<file path="src/hw/loop_ctrl_defs.vh">
// Constants for the hardware loop controller.
`ifndef LOOP_CTRL_DEFS_VH
`define LOOP_CTRL_DEFS_VH

// ----------------------------------------
// Register offsets (byte addresses)
// ----------------------------------------
`define ADDR_CMD 4'h0
`define ADDR_OPERAND 4'h4
`define ADDR_END 4'h8
`define ADDR_STATUS 4'hC

// ----------------------------------------
// Command field positions
// ----------------------------------------
`define CMD_START_BIT 0
`define CMD_FOREVER_BIT 1
`define CMD_SRC_LSB 2
`define CMD_SRC_MSB 3
`define CMD_STEP_BIT 4
`define CMD_TERM_BIT 5
`define CMD_COMPAT_BIT 6

// ----------------------------------------
// Count sources
// ----------------------------------------
`define SRC_OPERAND 2'h0
`define SRC_SHORT 2'h1
`define SRC_SP 2'h2
`define SRC_STACK_LOW 2'h3

// ----------------------------------------
// Status field positions, reset values and the compat count
// ----------------------------------------
`define STAT_ACTIVE_BIT 15
`define STAT_FOREVER_BIT 16
`define STAT_COMPAT_BIT 13
`define RST_WORD 24'h000000
`define RST_SP 4'h0
`define COMPAT_ITER 17'h10000

`endif

</file>
<file path="src/hw/loop_stack.v">
// System stack of sixteen entries, each holding a high and a low word.
`timescale 1ns/1ps
`include "loop_ctrl_defs.vh"
module loop_stack (
    // Clock and reset
    input wire aclk,
    input wire aresetn,
    // Write port
    input wire wr_en,
    input wire [3:0] wr_idx,
    input wire [23:0] wr_high,
    input wire [23:0] wr_low,
    // Read ports
    input wire [3:0] rd_idx,
    output wire [23:0] rd_high,
    output wire [23:0] rd_low,
    output wire [23:0] below_high,
    output wire [23:0] below_low
);
    reg [23:0] high_ff [0:15];
    reg [23:0] low_ff [0:15];
    integer i;

    always @(posedge aclk) begin
        if (!aresetn) begin
            for (i = 0; i < 16; i = i + 1) begin
                high_ff[i] <= `RST_WORD;
                low_ff[i] <= `RST_WORD;
            end
        end else if (wr_en) begin
            high_ff[wr_idx] <= wr_high;
            low_ff[wr_idx] <= wr_low;
        end
    end

    assign rd_high = high_ff[rd_idx];
    assign rd_low = low_ff[rd_idx];
    assign below_high = high_ff[rd_idx - 4'h1];
    assign below_low = low_ff[rd_idx - 4'h1];
endmodule

</file>
<file path="src/hw/axil_slave.v">
// AXI4-Lite slave front end: captures one write and one read at a time.
`timescale 1ns/1ps
module axil_slave (
    // Clock and reset
    input wire aclk,
    input wire aresetn,
    // Write channels
    input wire [3:0] awaddr,
    input wire awvalid,
    output reg awready,
    input wire [31:0] wdata,
    input wire [3:0] wstrb,
    input wire wvalid,
    output reg wready,
    output reg [1:0] bresp,
    output reg bvalid,
    input wire bready,
    // Read channels
    input wire [3:0] araddr,
    input wire arvalid,
    output reg arready,
    output reg [31:0] rdata,
    output reg [1:0] rresp,
    output reg rvalid,
    input wire rready,
    // Register side
    output reg wr_pulse,
    output reg [3:0] wr_addr,
    output reg [31:0] wr_data,
    input wire [31:0] rd_value,
    output wire [3:0] rd_addr,
    input wire wr_mapped
);
    reg aw_have_ff;
    reg w_have_ff;

    assign rd_addr = araddr;

    // ----------------------------------------
    // Write path
    // ----------------------------------------
    always @(posedge aclk) begin
        if (!aresetn) begin
            awready <= 1'b1;
            wready <= 1'b1;
            aw_have_ff <= 1'b0;
            w_have_ff <= 1'b0;
            bvalid <= 1'b0;
            bresp <= 2'h0;
            wr_pulse <= 1'b0;
            wr_addr <= 4'h0;
            wr_data <= 32'h00000000;
        end else begin
            wr_pulse <= 1'b0;
            if (awvalid && awready) begin
                wr_addr <= awaddr;
                aw_have_ff <= 1'b1;
                awready <= 1'b0;
            end
            if (wvalid && wready) begin
                wr_data <= wdata;
                w_have_ff <= 1'b1;
                wready <= 1'b0;
            end
            if (aw_have_ff && w_have_ff && !bvalid) begin
                // Partial strobes are treated as a full word write.
                wr_pulse <= 1'b1;
                bvalid <= 1'b1;
                bresp <= wr_mapped ? 2'h0 : 2'h2;
                aw_have_ff <= 1'b0;
                w_have_ff <= 1'b0;
            end
            if (bvalid && bready) begin
                bvalid <= 1'b0;
                awready <= 1'b1;
                wready <= 1'b1;
            end
        end
    end

    // ----------------------------------------
    // Read path
    // ----------------------------------------
    always @(posedge aclk) begin
        if (!aresetn) begin
            arready <= 1'b1;
            rvalid <= 1'b0;
            rdata <= 32'h00000000;
            rresp <= 2'h0;
        end else begin
            if (arvalid && arready) begin
                arready <= 1'b0;
                rvalid <= 1'b1;
                rdata <= rd_value;
                rresp <= (araddr[1:0] == 2'h0) ? 2'h0 : 2'h2;
            end
            if (rvalid && rready) begin
                rvalid <= 1'b0;
                arready <= 1'b1;
            end
        end
    end
endmodule

</file>
<file path="src/hw/hardware_loop_controller.v">
// Zero-overhead hardware loop sequencer with its system stack and bus slave.
`timescale 1ns/1ps
`include "loop_ctrl_defs.vh"

module hardware_loop_controller (
    // Clock and reset
    input wire aclk,
    input wire aresetn,
    // AXI4-Lite write
    input wire [3:0] s_axi_awaddr,
    input wire s_axi_awvalid,
    output wire s_axi_awready,
    input wire [31:0] s_axi_wdata,
    input wire [3:0] s_axi_wstrb,
    input wire s_axi_wvalid,
    output wire s_axi_wready,
    output wire [1:0] s_axi_bresp,
    output wire s_axi_bvalid,
    input wire s_axi_bready,
    // AXI4-Lite read
    input wire [3:0] s_axi_araddr,
    input wire s_axi_arvalid,
    output wire s_axi_arready,
    output wire [31:0] s_axi_rdata,
    output wire [1:0] s_axi_rresp,
    output wire s_axi_rvalid,
    input wire s_axi_rready,
    // Fetch side
    output reg [23:0] fetch_pc_ff,
    output reg loop_active_flag_ff,
    output reg infinite_loop_flag_ff
);
    localparam ST_IDLE = 4'b0001;
    localparam ST_PUSH2 = 4'b0010;
    localparam ST_ARM = 4'b0100;
    localparam ST_SKIP = 4'b1000;

    reg [3:0] state_ff;
    reg [23:0] loop_end_address_ff;
    reg [23:0] loop_iteration_count_ff;
    reg [3:0] stack_pointer_reg_ff;
    reg [23:0] status_register_reg_ff;
    reg [23:0] operand_ff;
    reg [23:0] ext_word_ff;
    reg forever_ff;
    reg [1:0] src_ff;

    wire wr_pulse;
    wire [3:0] wr_addr;
    wire [31:0] wr_data;
    wire [3:0] rd_addr;
    reg [31:0] rd_value;
    wire wr_mapped;

    reg stk_wr;
    reg [3:0] stk_idx;
    reg [23:0] stk_high;
    reg [23:0] stk_low;
    wire [23:0] stack_top_high_word;
    wire [23:0] stack_top_low_word;
    wire [23:0] below_high;
    wire [23:0] below_low;

    wire cmd_wr;
    wire start_req;
    wire step_req;
    wire term_req;
    wire at_end;

    // ----------------------------------------
    // Helpers
    // ----------------------------------------
    function [3:0] sp_step;
        input [3:0] sp;
        input [3:0] delta;
        begin
            sp_step = sp + delta;
        end
    endfunction

    axil_slave u_bus (
        .aclk(aclk),
        .aresetn(aresetn),
        .awaddr(s_axi_awaddr),
        .awvalid(s_axi_awvalid),
        .awready(s_axi_awready),
        .wdata(s_axi_wdata),
        .wstrb(s_axi_wstrb),
        .wvalid(s_axi_wvalid),
        .wready(s_axi_wready),
        .bresp(s_axi_bresp),
        .bvalid(s_axi_bvalid),
        .bready(s_axi_bready),
        .araddr(s_axi_araddr),
        .arvalid(s_axi_arvalid),
        .arready(s_axi_arready),
        .rdata(s_axi_rdata),
        .rresp(s_axi_rresp),
        .rvalid(s_axi_rvalid),
        .rready(s_axi_rready),
        .wr_pulse(wr_pulse),
        .wr_addr(wr_addr),
        .wr_data(wr_data),
        .rd_value(rd_value),
        .rd_addr(rd_addr),
        .wr_mapped(wr_mapped)
    );

    loop_stack u_stack (
        .aclk(aclk),
        .aresetn(aresetn),
        .wr_en(stk_wr),
        .wr_idx(stk_idx),
        .wr_high(stk_high),
        .wr_low(stk_low),
        .rd_idx(stack_pointer_reg_ff),
        .rd_high(stack_top_high_word),
        .rd_low(stack_top_low_word),
        .below_high(below_high),
        .below_low(below_low)
    );

    // ----------------------------------------
    // Register decode
    // ----------------------------------------
    assign wr_mapped = (wr_addr == `ADDR_CMD) || (wr_addr == `ADDR_OPERAND) ||
                       (wr_addr == `ADDR_END) || (wr_addr == `ADDR_STATUS);
    assign cmd_wr = wr_pulse && (wr_addr == `ADDR_CMD);
    assign start_req = cmd_wr && wr_data[`CMD_START_BIT] && (state_ff == ST_IDLE);
    assign step_req = cmd_wr && wr_data[`CMD_STEP_BIT] && (state_ff == ST_IDLE);
    assign term_req = cmd_wr && wr_data[`CMD_TERM_BIT] && (state_ff == ST_IDLE);
    assign at_end = loop_active_flag_ff && (fetch_pc_ff == loop_end_address_ff);

    always @* begin
        case (rd_addr)
            `ADDR_CMD: rd_value = {28'h0000000, state_ff};
            `ADDR_OPERAND: rd_value = {8'h00, loop_iteration_count_ff};
            `ADDR_END: rd_value = {8'h00, loop_end_address_ff};
            `ADDR_STATUS: rd_value = {4'h0, stack_pointer_reg_ff, fetch_pc_ff};
            default: rd_value = 32'h00000000;
        endcase
    end

    // ----------------------------------------
    // Stack writes
    // ----------------------------------------
    always @* begin
        stk_wr = 1'b0;
        stk_idx = sp_step(stack_pointer_reg_ff, 4'h1);
        stk_high = loop_end_address_ff;
        stk_low = loop_iteration_count_ff;
        if (start_req) begin
            stk_wr = 1'b1;
        end else if (state_ff == ST_PUSH2) begin
            stk_wr = 1'b1;
            stk_high = fetch_pc_ff;
            stk_low = status_register_reg_ff;
        end
    end

    // ----------------------------------------
    // Sequencer
    // ----------------------------------------
    always @(posedge aclk) begin
        if (!aresetn) begin
            state_ff <= ST_IDLE;
            loop_end_address_ff <= `RST_WORD;
            loop_iteration_count_ff <= `RST_WORD;
            stack_pointer_reg_ff <= `RST_SP;
            status_register_reg_ff <= `RST_WORD;
            operand_ff <= `RST_WORD;
            ext_word_ff <= `RST_WORD;
            fetch_pc_ff <= `RST_WORD;
            forever_ff <= 1'b0;
            src_ff <= `SRC_OPERAND;
            loop_active_flag_ff <= 1'b0;
            infinite_loop_flag_ff <= 1'b0;
        end else begin
            if (wr_pulse && wr_addr == `ADDR_OPERAND) begin
                operand_ff <= wr_data[23:0];
            end
            if (wr_pulse && wr_addr == `ADDR_END) begin
                ext_word_ff <= wr_data[23:0];
            end
            if (wr_pulse && wr_addr == `ADDR_STATUS && state_ff == ST_IDLE) begin
                fetch_pc_ff <= wr_data[23:0];
            end
            if (cmd_wr) begin
                status_register_reg_ff[`STAT_COMPAT_BIT] <= wr_data[`CMD_COMPAT_BIT];
            end
            case (state_ff)
                ST_IDLE: begin
                    if (start_req) begin
                        stack_pointer_reg_ff <= sp_step(stack_pointer_reg_ff, 4'h1);
                        forever_ff <= wr_data[`CMD_FOREVER_BIT];
                        src_ff <= wr_data[`CMD_SRC_MSB:`CMD_SRC_LSB];
                        if (!wr_data[`CMD_FOREVER_BIT]) begin
                            case (wr_data[`CMD_SRC_MSB:`CMD_SRC_LSB])
                                `SRC_SHORT: loop_iteration_count_ff <= {12'h000, operand_ff[11:0]};
                                `SRC_SP: loop_iteration_count_ff <= {20'h00000, sp_step(stack_pointer_reg_ff, 4'h1)};
                                `SRC_STACK_LOW: loop_iteration_count_ff <= loop_iteration_count_ff;
                                default: loop_iteration_count_ff <= operand_ff;
                            endcase
                        end
                        state_ff <= ST_PUSH2;
                    end else if (step_req || term_req) begin
                        if (term_req || (at_end && !infinite_loop_flag_ff &&
                                         loop_iteration_count_ff == 24'h000001)) begin
                            loop_active_flag_ff <= stack_top_low_word[`STAT_ACTIVE_BIT];
                            infinite_loop_flag_ff <= stack_top_low_word[`STAT_FOREVER_BIT];
                            status_register_reg_ff[`STAT_ACTIVE_BIT] <= stack_top_low_word[`STAT_ACTIVE_BIT];
                            status_register_reg_ff[`STAT_FOREVER_BIT] <= stack_top_low_word[`STAT_FOREVER_BIT];
                            loop_end_address_ff <= below_high;
                            loop_iteration_count_ff <= below_low;
                            stack_pointer_reg_ff <= sp_step(stack_pointer_reg_ff, 4'hE);
                            fetch_pc_ff <= fetch_pc_ff + 24'h000001;
                        end else if (at_end) begin
                            loop_iteration_count_ff <= loop_iteration_count_ff - 24'h000001;
                            fetch_pc_ff <= stack_top_high_word;
                        end else begin
                            fetch_pc_ff <= fetch_pc_ff + 24'h000001;
                        end
                    end
                end
                ST_PUSH2: begin
                    stack_pointer_reg_ff <= sp_step(stack_pointer_reg_ff, 4'h1);
                    loop_end_address_ff <= ext_word_ff;
                    // The pushed address is the jump-back target, so fetch must not move past it.
                    state_ff <= ST_ARM;
                end
                ST_ARM: begin
                    // zero count skips unless forever or compat set
                    if (!forever_ff && loop_iteration_count_ff == 24'h000000 &&
                        !status_register_reg_ff[`STAT_COMPAT_BIT]) begin
                        state_ff <= ST_SKIP;
                    end else begin
                        loop_active_flag_ff <= 1'b1;
                        infinite_loop_flag_ff <= forever_ff;
                        status_register_reg_ff[`STAT_ACTIVE_BIT] <= 1'b1;
                        status_register_reg_ff[`STAT_FOREVER_BIT] <= forever_ff;
                        if (!forever_ff && loop_iteration_count_ff == 24'h000000) begin
                            loop_iteration_count_ff <= {7'h00, `COMPAT_ITER};
                        end
                        state_ff <= ST_IDLE;
                    end
                end
                ST_SKIP: begin
                    // skip body: unwind and resume after the end address
                    loop_end_address_ff <= below_high;
                    loop_iteration_count_ff <= below_low;
                    stack_pointer_reg_ff <= sp_step(stack_pointer_reg_ff, 4'hE);
                    fetch_pc_ff <= loop_end_address_ff + 24'h000001;
                    state_ff <= ST_IDLE;
                end
                default: state_ff <= ST_IDLE;
            endcase
        end
    end
endmodule

</file>
<file path="config.mk">
export PLATFORM = sky130hd
export DESIGN_NAME = hardware_loop_controller
export DESIGN_NICKNAME = d
export VERILOG_FILES = /design/src/hw/loop_stack.v /design/src/hw/axil_slave.v /design/src/hw/hardware_loop_controller.v
export VERILOG_INCLUDE_DIRS = /design/src /design/src/hw
export SDC_FILE = /design/constraint.sdc
export NUM_CORES = 2
export LEC_CHECK = 0
export ABC_AREA = 0
export BUFFER_PORTS_ARGS = -buffer_cell sky130_fd_sc_hd__buf_2
export CORE_ASPECT_RATIO = 1.1
export CORE_MARGIN = 2
export CORE_UTILIZATION = 45
export DETAILED_ROUTE_END_ITERATION = 7
export PLACE_DENSITY = 0.63
export SYNTH_ARGS = -nofsm -noshare
export SYNTH_HDL_FRONTEND = slang
export SYNTH_HIERARCHICAL = 1
export SYNTH_SLANG_ARGS = --single-unit
</file>
<file path="constraint.sdc">
create_clock -name aclk -period 7.4 [get_ports aclk]
set_input_delay 0 -clock aclk [delete_from_list [all_inputs] [get_ports aclk]]
set_output_delay 0 -clock aclk [all_outputs]
set_load 0.05 [all_outputs]
</file>
==> metrics.md <==
| Metric | Value |
|---|---|
| Setup Skew | `about 37 ps` |
| Commonest cells after routing, fill and taps aside | `773 x and2_1, 768 x edfxtp_1, 300 x mux4_2, 254 x nand2_1, 199 x dfxtp_1` |
| Top Registers | `u_stack/high_ff (384), u_stack/low_ff (384), u_bus/rdata (32)` |
| Final non-filler cell total | `between 5,000 and 6,000` |
| Post-CTS Setup Inserts | `0` |
| Final Max Tran Viols | `0` |
| R2r endpoint | `u_stack/low_ff[10][11]$_SDFFCE_PN0P_` |
| Die height | `approximately 350 µm` |
| Reg2reg setup slack | `2720 ps` |
| Hold Path Class | `in -> reg` |
| Clk sinks | `between 900 and 1,000` |
| Final WS setup | `between 2000 and 3000 ps` |
| R2r startpoint | `u_bus/wr_pulse$_SDFF_PN0_` |
| Pre-CTS WS | `~2800 ps` |
| CTS tree | `built` |
| TNS Setup | `0 ps` |
| Maximum buffer depth of the clock tree | `3` |
| Power Density | `around 210 nW/µm²` |
| Post-Syn Area | `50,400 µm²` |
| GRT Residual Overflow | `0` |
| Slew margin rel. | `between 10% and 20%` |
| Slew @ Worst Pin | `about 1200 ps` |
| Vias per cell | `6.12` |
| Die area | `115,000 µm²` |
| Latest clock arrival within the worst-skew pair | `~700 ps` |
| Worst Path Required | `about 7700 ps` |
| Minimum clock period | `about 4700 ps` |
| Worst Setup End Kind | `register` |
| DR pass1 iterations | `6` |
| DR WL/cell | `29.2 µm` |
| Post-detail-place hpwl | `just over 90,000 µm` |
| Ports | `118` |
| Via count | `33,100` |
| Leakage | `20.0 nW` |
| Root buf cell | `clkbuf_16` |
| PortBufs | `roughly 100` |
| Largest net degree at the start of global routing | `138` |
| Placed insts | `a little over 5,000` |
| Power, Total | `11.8 mW` |
| Area grow syn2layout | `10.5%` |
| Fin crit share | `~63%` |
| Worst-path clk slew | `around 60 ps` |
| Drc violations | `0` |
| Final nets | `3,896` |
| Syn Area/Cell | `between 10 and 15 µm²` |
| Initial antenna violation count | `10` |
| Reg2reg path depth | `6` |
| Number of max-cap violations | `0` |
| Worst EP arrival | `roughly 5000 ps` |
| DRT antenna net count | `0` |
| Worst vdd ir | `182 µV` |
| Crit start category | `register` |
| Die X-Extent | `around 320 µm` |
| GRT Total Usage | `between 20% and 30%` |
| Most common cell after layout, fill and taps aside | `and2_1` |
| Status | `finished clean` |
| Crit path kind | `reg -> reg` |
| Final Wtd Congestion | `about 0.97` |
| Core area | `around 110,000 µm²` |
| Initial Util | `a little under half` |
| RSZ-0062 raised after global routing | `false` |
| CP Max Fanout | `34` |
| Fin. Hold Viols | `0` |
| H-tree depth | `3` |
| CTS buffer count | `99` |
| Vias in the first global route | `32,100` |
| Hold path start | `s_axi_araddr[1]` |
| Max Fclk | `0.214 GHz` |
| Final setup violation count | `0` |
| Post-Syn Instances | `3,896` |
| Iter 0 DRT Violations | `around 4,000` |
| Hold WS | `a little under 90 ps` |
| Routed wire length | `around 160,000 µm` |
| First-pass GRT wire length | `228,000 µm` |
| Hold endpoint | `u_bus/rdata[0]$_SDFFE_PN0P_` |
| YS warnings | `6` |
| Site Rows | `between 100 and 150` |
| Worst Hold Depth | `5` |
| Layout cells sized above 1 | `about 21%` |
## cell type report
type,instances,area (µm²)
diodes,4,10.0
clock buffers,126,2690
clock inverters,59,646
fillers,9444,55100
inverters,24,91.3
multi-input cells,2504,21600
flip-flops and latches,970,27100
well taps,1495,1870
repair buffers,234,1690
## where the power goes
part | internal, mW | leakage [nW] | switching, mW | total, mW
clock network | 3.00 | 1.62 | 2.21 | 5.21
logic | 0.165 | 8.77 | 0.316 | 0.482
registers | 6.02 | 9.56 | 0.0863 | 6.11
## layer usage
layer	global-route usage, %	share of wire (%)
met1	37.5	40
met2	42.3	45
met3	5.42	10
met4	13.4	5.3
met5	0	0
## worst max-delay path, cell delays in order (launching register included)
cell	delay [ps]
dfxtp_1	390
nor3b_2	530
nand4_1	460
nand2b_1	590
nand4b_2	550
o21ai_4	940
buf_4	710
## through the flow
stage               instance area, µm²  utilization [%]
global placement                 51800             46.7
CTS                              55700             50.2
finish                           55700             50.2
detailed placement               51800             46.7
floorplan                        50400                -
global route                     55700             50.2
## repair_timing
| action | CTS | global route |
|---|---|---|
| setup endpoints to repair | 0 | 0 |
| hold buffers | 55 | 0 |
| gates resized for setup | 0 | 0 |
| endpoints found under the hold margin | 47 | 0 |
## worst max-delay path by stage
stage	start	end	slack (ps)
6_report	u_bus/wr_pulse$_SDFF_PN0_	u_stack/low_ff[10][11]$_SDFFCE_PN0P_	2720
5_1_grt	u_bus/wr_pulse$_SDFF_PN0_	u_stack/low_ff[10][18]$_SDFFCE_PN0P_	2530
4_1_cts	u_bus/wr_pulse$_SDFF_PN0_	u_stack/low_ff[10][18]$_SDFFCE_PN0P_	2770
3_3_place_gp	u_bus/wr_pulse$_SDFF_PN0_	u_stack/low_ff[10][13]$_SDFFCE_PN0P_	2780
3_5_place_dp	u_bus/wr_pulse$_SDFF_PN0_	u_stack/low_ff[10][13]$_SDFFCE_PN0P_	2800
2_1_floorplan	state_ff[3]$_SDFFE_PN0P_	u_stack/high_ff[7][0]$_SDFFCE_PN0P_	1580
Power figures use the tool's default switching activity.
